**config.mk**
```make
export PLATFORM = sky130hd
export DESIGN_NAME = gte_top
export DESIGN_NICKNAME = d
export VERILOG_FILES = /design/src/verilog/gte_pkg.sv /design/src/verilog/gte_top.sv
export VERILOG_INCLUDE_DIRS = /design/src /design/src/verilog
export SDC_FILE = /design/constraint.sdc
export NUM_CORES = 1
export LEC_CHECK = 0
export BUFFER_PORTS_ARGS = -buffer_cell sky130_fd_sc_hd__buf_4
export CORE_ASPECT_RATIO = 0.75
export CORE_MARGIN = 5
export CORE_UTILIZATION = 50
export DETAILED_ROUTE_END_ITERATION = 8
export PLACE_DENSITY = 0.81
export SLEW_MARGIN = 10
export SYNTH_ARGS = -nofsm -noshare
export SYNTH_HDL_FRONTEND = slang
export SYNTH_SLANG_ARGS = --single-unit
```
**constraint.sdc**
```tcl
create_clock -name mclk -period 3.25 [get_ports mclk]
set_input_delay 0.4875 -clock mclk [delete_from_list [all_inputs] [get_ports mclk]]
set_output_delay 0.4875 -clock mclk [all_outputs]
set_load 0.02 [all_outputs]
```
**src/verilog/gte_defines.svh**
```systemverilog
// Register indices, field positions, reset values and sizes of the gyro threshold event block.
`ifndef GTE_DEFINES_SVH
`define GTE_DEFINES_SVH

// ****************************************************************
// Register indices (byte address is four times the index)
// ****************************************************************
`define GTE_IDX_CFG       6'h30
`define GTE_IDX_PTHR      6'h31
`define GTE_IDX_RTHR      6'h33
`define GTE_IDX_YTHR      6'h35
`define GTE_IDX_DURATION  6'h37
`define GTE_IDX_STATUS    6'h38
`define GTE_IDX_MASK      6'h39
`define GTE_IDX_SOURCE    6'h3a

// ****************************************************************
// Field layout
// ****************************************************************
`define GTE_CFG_W         9
`define GTE_THR_W         15
`define GTE_CNT_W         7
`define GTE_STS_W         2
`define GTE_DUR_WAIT_BIT  7
`define GTE_STS_RISE      0
`define GTE_STS_FALL      1

// ****************************************************************
// Reset values and the counter step
// ****************************************************************
`define GTE_CFG_RST       9'h000
`define GTE_THR_RST       15'h0000
`define GTE_CNT_RST       7'h00
`define GTE_STS_RST       2'h0
`define GTE_CNT_ONE       8'h01

`endif

```
**src/verilog/gte_pkg.sv**
```systemverilog
// Types shared by the gyro threshold event block.
package gte_pkg;

  // One gyroscope output sample; valid marks a new sample at the output data rate.
  typedef struct packed {
    logic        valid;
    logic [15:0] pitch;
    logic [15:0] roll;
    logic [15:0] yaw;
  } gte_sample_t;

  // Configuration word, bit 8 down to bit 0 as it sits in the register.
  typedef struct packed {
    logic       counter_decrement_select;
    logic       axis_event_combine;
    logic       request_latch_enable;
    logic [5:0] axis_en;
  } gte_cfg_t;

  typedef enum logic [0:0] {
    GTE_IDLE   = 1'b0,
    GTE_ACTIVE = 1'b1
  } gte_state_t;

endpackage

```
**src/verilog/gte_top.sv**
```systemverilog
// Gyro threshold and duration event generator with an Avalon-MM register slave.
`timescale 1ns/10ps
`include "gte_defines.svh"

module gte_top (
  input  wire logic                 mclk,
  input  wire logic                 rst,
  input  wire logic [7:0]           avs_address,
  input  wire logic                 avs_read,
  input  wire logic                 avs_write,
  input  wire logic [31:0]          avs_writedata,
  input  wire logic [3:0]           avs_byteenable,
  output logic      [31:0]          avs_readdata,
  output logic                      avs_waitrequest,
  input  wire gte_pkg::gte_sample_t sample_in,
  output logic                      gyro_int,
  output logic                      irq
);

  // ****************************************************************
  // Helper functions
  // ****************************************************************
  function automatic logic hit(input logic [5:0] idx, input logic [5:0] target);
    hit = (idx == target);
  endfunction

  // Byte-lane merge for the two low lanes of a register word.
  function automatic logic [15:0] be_merge(input logic [15:0] old,
                                           input logic [15:0] wd,
                                           input logic [1:0]  be);
    be_merge = {be[1] ? wd[15:8] : old[15:8], be[0] ? wd[7:0] : old[7:0]};
  endfunction

  // ****************************************************************
  // Registers
  // ****************************************************************
  logic [`GTE_CFG_W-1:0] cfg_r;
  logic [`GTE_THR_W-1:0] pthr_r;
  logic [`GTE_THR_W-1:0] rthr_r;
  logic [`GTE_THR_W-1:0] ythr_r;
  logic [`GTE_CNT_W-1:0] dur_r;
  logic                  wait_r;
  logic [`GTE_STS_W-1:0] sts_r;
  logic [`GTE_STS_W-1:0] msk_r;
  logic [`GTE_CNT_W-1:0] cnt_r;
  logic [`GTE_CNT_W-1:0] cnt_nxt;
  logic                  latch_r;
  logic                  gyro_int_r;
  logic                  irq_r;
  logic                  waitreq_r;
  logic [31:0]           rdata_r;
  gte_pkg::gte_state_t   state_r;
  gte_pkg::gte_state_t   state_nxt;
  gte_pkg::gte_cfg_t     cfg;

  assign cfg = gte_pkg::gte_cfg_t'(cfg_r);

  // ****************************************************************
  // Avalon-MM slave decode
  // ****************************************************************
  // Every access waits exactly one cycle; the answer is registered so that
  // read data and waitrequest both come straight from flip-flops.
  wire [5:0]  idx         = avs_address[7:2];
  wire        bus_req     = avs_read | avs_write;
  wire        wr_go       = avs_write & ~waitreq_r;
  wire        rd_go       = avs_read & ~waitreq_r;
  wire        waitreq_nxt = ~(bus_req & waitreq_r);
  wire [15:0] wd16        = avs_writedata[15:0];
  wire [1:0]  be2         = avs_byteenable[1:0];

  wire wr_cfg  = wr_go & hit(idx, `GTE_IDX_CFG);
  wire wr_pthr = wr_go & hit(idx, `GTE_IDX_PTHR);
  wire wr_rthr = wr_go & hit(idx, `GTE_IDX_RTHR);
  wire wr_ythr = wr_go & hit(idx, `GTE_IDX_YTHR);
  wire wr_dur  = wr_go & hit(idx, `GTE_IDX_DURATION);
  wire wr_sts  = wr_go & hit(idx, `GTE_IDX_STATUS);
  wire wr_msk  = wr_go & hit(idx, `GTE_IDX_MASK);
  wire rd_src  = rd_go & hit(idx, `GTE_IDX_SOURCE);

  wire [15:0] cfg_m  = be_merge({7'h00, cfg_r}, wd16, be2);
  wire [15:0] pthr_m = be_merge({1'b0, pthr_r}, wd16, be2);
  wire [15:0] rthr_m = be_merge({1'b0, rthr_r}, wd16, be2);
  wire [15:0] ythr_m = be_merge({1'b0, ythr_r}, wd16, be2);
  wire [15:0] dur_m  = be_merge({8'h00, wait_r, dur_r}, wd16, be2);

  // Bit 15 of each threshold is not stored, so it always reads back as zero.
  wire [31:0] rd_mux =
    hit(idx, `GTE_IDX_CFG)      ? {23'h000000, cfg_r}               :
    hit(idx, `GTE_IDX_PTHR)     ? {17'h00000, pthr_r}               :
    hit(idx, `GTE_IDX_RTHR)     ? {17'h00000, rthr_r}               :
    hit(idx, `GTE_IDX_YTHR)     ? {17'h00000, ythr_r}               :
    hit(idx, `GTE_IDX_DURATION) ? {24'h000000, wait_r, dur_r}       :
    hit(idx, `GTE_IDX_STATUS)   ? {30'h00000000, sts_r}             :
    hit(idx, `GTE_IDX_MASK)     ? {30'h00000000, msk_r}             :
    hit(idx, `GTE_IDX_SOURCE)   ? {29'h00000000, state_r, latch_r, gyro_int_r} :
                                  32'h00000000;

  // ****************************************************************
  // Axis comparators
  // ****************************************************************
  wire [15:0] smp [3];
  wire [15:0] thr [3];
  wire [5:0]  ev;

  assign smp[0] = sample_in.pitch;
  assign smp[1] = sample_in.roll;
  assign smp[2] = sample_in.yaw;
  assign thr[0] = {pthr_r[`GTE_THR_W-1], pthr_r};
  assign thr[1] = {rthr_r[`GTE_THR_W-1], rthr_r};
  assign thr[2] = {ythr_r[`GTE_THR_W-1], ythr_r};

  genvar gi;
  generate
    for (gi = 0; gi < 3; gi++) begin : g_axis
      // Low event in the even bit, high event in the odd bit of each axis pair.
      assign ev[2*gi]   = $signed(smp[gi]) < $signed(thr[gi]);
      assign ev[2*gi+1] = $signed(smp[gi]) > $signed(thr[gi]);
    end
  endgenerate

  wire [5:0] en_ev   = ev & cfg.axis_en;
  wire       any_en  = |cfg.axis_en;
  wire       and_ok  = any_en & (&(ev | ~cfg.axis_en));
  wire       cond    = cfg.axis_event_combine ? and_ok : |en_ev;

  // ****************************************************************
  // Duration counter and event state
  // ****************************************************************
  wire [7:0]             cnt_inc8 = {1'b0, cnt_r} + `GTE_CNT_ONE;
  wire                   reached  = cnt_inc8 >= {1'b0, dur_r};
  wire [`GTE_CNT_W-1:0]  cnt_inc  = cnt_inc8[`GTE_CNT_W-1:0];
  wire [`GTE_CNT_W-1:0]  cnt_dec  = (cnt_r == `GTE_CNT_RST) ? `GTE_CNT_RST :
                                    cnt_r - 7'h01;
  wire [`GTE_CNT_W-1:0]  cnt_back = cfg.counter_decrement_select ? cnt_dec :
                                    `GTE_CNT_RST;

  always_comb begin
    state_nxt = state_r;
    cnt_nxt = cnt_r;
    if (sample_in.valid) begin
      case (state_r)
        gte_pkg::GTE_IDLE: begin
          if (cond && reached) begin
            state_nxt = gte_pkg::GTE_ACTIVE;
            cnt_nxt = `GTE_CNT_RST;
          end else if (cond) begin
            cnt_nxt = cnt_inc;
          end else begin
            cnt_nxt = cnt_back;
          end
        end
        gte_pkg::GTE_ACTIVE: begin
          if (cond) begin
            cnt_nxt = cnt_back;
          end else if (!wait_r || reached) begin
            state_nxt = gte_pkg::GTE_IDLE;
            cnt_nxt = `GTE_CNT_RST;
          end else begin
            cnt_nxt = cnt_inc;
          end
        end
        default: begin
          state_nxt = gte_pkg::GTE_IDLE;
          cnt_nxt = `GTE_CNT_RST;
        end
      endcase
    end
  end

  // A latched request holds until software reads the source register; an entry
  // in the same cycle as that read wins, so no event is lost.
  wire enter     = (state_r == gte_pkg::GTE_IDLE) & (state_nxt == gte_pkg::GTE_ACTIVE);
  wire latch_nxt = cfg.request_latch_enable & (enter | (latch_r & ~rd_src));
  wire int_nxt   = (state_nxt == gte_pkg::GTE_ACTIVE) | latch_nxt;

  // ****************************************************************
  // Interrupt status and mask
  // ****************************************************************
  wire [`GTE_STS_W-1:0] sts_set;
  wire [`GTE_STS_W-1:0] sts_clr = wr_sts ? avs_writedata[`GTE_STS_W-1:0] : `GTE_STS_RST;
  wire [`GTE_STS_W-1:0] sts_nxt;

  assign sts_set[`GTE_STS_RISE] = int_nxt & ~gyro_int_r;
  assign sts_set[`GTE_STS_FALL] = ~int_nxt & gyro_int_r;
  assign sts_nxt = sts_set | (sts_r & ~sts_clr);

  // ****************************************************************
  // Flip-flops
  // ****************************************************************
  always_ff @(posedge mclk or posedge rst) begin
    if (rst) begin
      cfg_r  <= `GTE_CFG_RST;
      pthr_r <= `GTE_THR_RST;
      rthr_r <= `GTE_THR_RST;
      ythr_r <= `GTE_THR_RST;
      dur_r  <= `GTE_CNT_RST;
      wait_r <= 1'b0;
      msk_r  <= `GTE_STS_RST;
    end else begin
      if (wr_cfg)  cfg_r  <= cfg_m[`GTE_CFG_W-1:0];
      if (wr_pthr) pthr_r <= pthr_m[`GTE_THR_W-1:0];
      if (wr_rthr) rthr_r <= rthr_m[`GTE_THR_W-1:0];
      if (wr_ythr) ythr_r <= ythr_m[`GTE_THR_W-1:0];
      if (wr_dur)  dur_r  <= dur_m[`GTE_CNT_W-1:0];
      if (wr_dur)  wait_r <= dur_m[`GTE_DUR_WAIT_BIT];
      if (wr_msk)  msk_r  <= avs_writedata[`GTE_STS_W-1:0];
    end
  end

  always_ff @(posedge mclk or posedge rst) begin
    if (rst) begin
      state_r    <= gte_pkg::GTE_IDLE;
      cnt_r      <= `GTE_CNT_RST;
      latch_r    <= 1'b0;
      gyro_int_r <= 1'b0;
      sts_r      <= `GTE_STS_RST;
      irq_r      <= 1'b0;
      waitreq_r  <= 1'b1;
      rdata_r    <= 32'h00000000;
    end else begin
      state_r    <= state_nxt;
      cnt_r      <= cnt_nxt;
      latch_r    <= latch_nxt;
      gyro_int_r <= int_nxt;
      sts_r      <= sts_nxt;
      irq_r      <= |(sts_r & msk_r);
      waitreq_r  <= waitreq_nxt;
      rdata_r    <= rd_mux;
    end
  end

  assign avs_readdata    = rdata_r;
  assign avs_waitrequest = waitreq_r;
  assign gyro_int        = gyro_int_r;
  assign irq             = irq_r;

  wire roll_hi_only = (cfg.axis_en == 6'h08) & ~cfg.axis_event_combine;
  wire idle         = (state_r == gte_pkg::GTE_IDLE);
  wire active       = (state_r == gte_pkg::GTE_ACTIVE);
endmodule

```
==> results.txt <==
- Post-synthesis cell type count: 63
- Highest cell delay on the worst timing path: 450 ps
* Yosys reg bits: 93
- For the worst flop-to-flop path, the logic depth is 13.
* Syn Std Cell Area: 6050 um^2
- The startpoint identified for the worst register-to-register timing path is pthr_r[14].
- In this run the worst path has a maximum fanout of 8.
- Clock transition at path regs: 70 ps
* Share of synthesized registers carrying an async set or reset: 1.00
- Critical Path Sink Type: flip-flop
- CTS hold repair buffers: 0
- Relative to the synthesized area, the layout overhead comes to 25.3%.
- For the final database, setup skew stands at 4.49 ps.
* Crit path kind: flip-flop to flip-flop
* Power Density: 420 nW/um^2
- Including well taps, the total number of placed cells is 938.
* Overflow left after global routing: 0
- The count of cells in the finished layout, fillers not included, comes to 964.
- Ranked by instance count, the synthesized netlist is headed by sky130_fd_sc_hd__dfrtp_1, sky130_fd_sc_hd__nand2_1, sky130_fd_sc_hd__inv_1.
* Critical path data required time: 3540 ps
* Num rows: 34
* Startpoint class of the critical path: flip-flop
- The floorplan step set the die height to 105 um.
- Antenna cell count: 0
* Ratio of cells with drive above 1 in the final layout: 0.257
- Startpoint of the most critical setup path: pthr_r[14]
- Most numerous cell in the Yosys netlist: sky130_fd_sc_hd__dfrtp_1
* Die area: 14400 um^2
- The cell family contributing the most delay on the critical path is simple AND/OR/NAND/NOR gates.
- Violations in the final reports: negative setup slack
- Summed over all layers, the routed wires come to 18100 um.
- The max-slew violation total from the final report is 0.
- The initial utilization of the core area, before any placement, comes to 0.517.
* Post-synth top area cell: sky130_fd_sc_hd__dfrtp_1
- The largest individual stage delay along the critical path comes from the cell sky130_fd_sc_hd__or3_4.
* Worst R2R Setup Slack: -140 ps
* GRT Total Usage: 0.248
- The number of clock buffers added by TritonCTS is 9.
- The pre-antenna-repair detailed-routing pass consisted of 7 iterations.
- Input and output buffers added on the ports amount to 93.
* Post-Synthesis Mean Instance Area: 9.03 um^2
- HPWL after detailed placement: 13500 um
- Share of the synthesized area in the top cell type: 0.381
* Wire length of the first global-routing pass: 28500 um
- Derived from the worst setup path, the maximum achievable clock frequency is 0.295 GHz.
- The count of nets left with antenna violations once routing finished came out at 0.
- The run finished, with violations left.
* Core outline area: 11700 um^2
- Number of antenna violations at the first check in global routing: 0
- Number of nets in the finished design: 952
* Clock net sink count: 93
- Across the run, the number of max-cap violations was 0.
* Sum of negative setup slack: -1020 ps
* Final Worst Setup Slack: -144 ps
- By area the synthesized netlist is led by sky130_fd_sc_hd__dfrtp_1, sky130_fd_sc_hd__ha_1, sky130_fd_sc_hd__nand2_1.
* Violation count after the first detailed-route iteration: 681
* Number of global-route vias before repair: 5705
- For the pin with the worst max-slew slack, the measured transition is 758 ps.
* I/O pins: 132
- Hold Violations, Final: 0
* R2R Path End: sts_r[1]
- P_leak: 3.85 nW
- Of the available clock period, the critical path in the final layout requires 1.04.
- DRC viols: 0
* Largest net degree at the start of global routing: 43
- Synthesis produced 670 cells.
* Number of warning messages in the yosys log: 0
- Latest clock arrival within the worst-skew pair: 350 ps
- Worst min-delay path category: input port to async pin
- Number of H-tree branching levels: 3
- The root buffer cell chosen for the clock tree is sky130_fd_sc_hd__clkbuf_16.
* Number of buffers and inverters on the critical path: 3
- Final-report setup violation count: 10
- CTS tree: done
- Data arrival, critical path: 3680 ps
- Post-detailed-route wirelength per cell: 18.8 um
- Global placement routability congestion: 0.911
* Critical Path End: sts_r[1]
- Horiz. Die Dim: 137 um
- After detailed routing, the number of vias per cell comes to 5.89.
* Top cell by count, worst path: sky130_fd_sc_hd__or3_4
- Slew Limit Headroom: 0.494
- The worst-case IR drop observed on VDD is 277 uV.
* Flip-flop cell with the highest count after synthesis: sky130_fd_sc_hd__dfrtp_1
- Logic depth of the worst path, buffers included: 13
* Number of flops mapped to enable cells by yosys: 0
- The signal on the critical path passes through inv_2, ha_4, nand4_1, or3_4, or3_4, and2_4, mux2_4, a2111oi_4, buf_4, a21oi_4, buf_6, a221oi_4, a22o_1.
- Minimum clock period: 3390 ps
* Sequential cell area fraction in the yosys report: 0.385
- Unrepaired setup endpoints after global routing: yes
* Maximum root-to-sink buffer count: 2
* Vias: 5675
[final cells by class]
cell class	count	area, um^2
clock inverter	5	60.1
timing repair buffer	136	1020
inverter	78	294
sequential	93	2330
clock buffer	11	243
multi-input combinational	479	3420
tap	162	203
fill	910	4120
[what timing repair did]
action | CTS | global route
cloned | 1 | 0
endpoints found under the hold margin | 0 | 0
resized for setup | 18 | 9
setup endpoints to repair | 10 | 11
pin swaps | 20 | 13
buffers inserted | 3 | 6
[power by group]
group / leakage, nW / switching [W] / internal (W)
registers: 1.05 / 0.0000688 / 0.00124
clock network: 0.146 / 0.000463 / 0.000619
logic: 2.65 / 0.000438 / 0.000353
[cells in the final DEF (no fill, tap or decap), types with 7 or more instances in the layout]
cell type,instances
sky130_fd_sc_hd__inv_1,75
sky130_fd_sc_hd__nand2_1,90
sky130_fd_sc_hd__nor2_1,18
sky130_fd_sc_hd__nor2b_1,12
sky130_fd_sc_hd__nand3_1,13
sky130_fd_sc_hd__clkbuf_16,9
sky130_fd_sc_hd__dfrtp_1,91
sky130_fd_sc_hd__buf_4,135
sky130_fd_sc_hd__a222oi_1,14
sky130_fd_sc_hd__o21ai_0,62
sky130_fd_sc_hd__o211ai_1,9
sky130_fd_sc_hd__nand2b_1,9
sky130_fd_sc_hd__nand4_1,20
sky130_fd_sc_hd__ha_1,54
sky130_fd_sc_hd__a21oi_1,25
sky130_fd_sc_hd__mux2_2,18
sky130_fd_sc_hd__a21o_1,8
sky130_fd_sc_hd__and3_1,7
sky130_fd_sc_hd__conb_1,17
sky130_fd_sc_hd__nor3_1,8
[per-layer routing]
layer | GRT usage | part of all wire | vias up
met4 | 0.0840 | 0.023 | 0
met5 | 0 | 0 | -
met3 | 0.0657 | 0.11 | 41
li1 | - | - | 2620
met1 | 0.335 | 0.41 | 2699
met2 | 0.388 | 0.46 | 315
[stage by stage]
step                power, W  cell area, um^2  hold WS (ps)  utilization  worst slack, ps
finish               0.00318             7580           243        0.648             -144
global route         0.00332             7580           299        0.648             -245
CTS                  0.00315             7490           272        0.641            -34.2
detailed placement   0.00204             7060           475        0.604             -376
global placement     0.00200             7060           466        0.604             -299
floorplan            0.00177             6110           456            -             3.14
[registers in the layout, indices dropped and copies added, names as in the netlist]
signal and count:
active 1, avs_readdata 15, avs_waitrequest 1, cfg 9
cnt_r 7, dur_r 7, gyro_int 1, irq 1
latch_r 1, msk_r 2, pthr_r 15, rthr_r 15
sts_r 2, wait_r 1, ythr_r 15
[how the worst min path moves through the flow]
| stage | from | to | slack, ps | depth (start not counted) |
|---|---|---|---|---|
| 6_report | rst | avs_readdata[5] | 240 | 2 |
| 5_1_grt | avs_write | avs_waitrequest | 300 | 2 |
| 4_1_cts | rst | avs_readdata[5] | 270 | 2 |
| 3_5_place_dp | pthr_r[11] | avs_readdata[11] | 480 | 2 |
| 3_3_place_gp | avs_waitrequest | avs_waitrequest | 470 | 1 |
| 2_1_floorplan | ythr_r[14] | avs_readdata[14] | 460 | 2 |
[worst register-to-register path, stage by stage (launching register included)]
cell and delay (ps):
sky130_fd_sc_hd__dfrtp_1 370, sky130_fd_sc_hd__inv_2 80, sky130_fd_sc_hd__ha_4 270, sky130_fd_sc_hd__nand4_1 150, sky130_fd_sc_hd__or3_4 450, sky130_fd_sc_hd__or3_4 350
sky130_fd_sc_hd__and2_4 170, sky130_fd_sc_hd__mux2_4 270, sky130_fd_sc_hd__a2111oi_4 300, sky130_fd_sc_hd__buf_4 200, sky130_fd_sc_hd__a21oi_4 120, sky130_fd_sc_hd__buf_6 150
sky130_fd_sc_hd__a221oi_4 280, sky130_fd_sc_hd__a22o_1 190
[cell families (layout without fill, tap and decap cells)]
| kind of cell | after synthesis | after routing | share of synthesized area |
|---|---|---|---|
| simple gates | 202 | 202 | 0.164 |
| compound gates | 169 | 170 | 0.189 |
| flops | 93 | 93 | 0.385 |
| xor+xnor | 6 | 6 | 0.0118 |
| mux | 26 | 26 | 0.0476 |
| buf+inv | 115 | 230 | 0.0819 |
| fa+ha+maj | 58 | 58 | 0.120 |
| other cells | 1 | 17 | 0.000620 |
(Power assumes the default switching activity.)
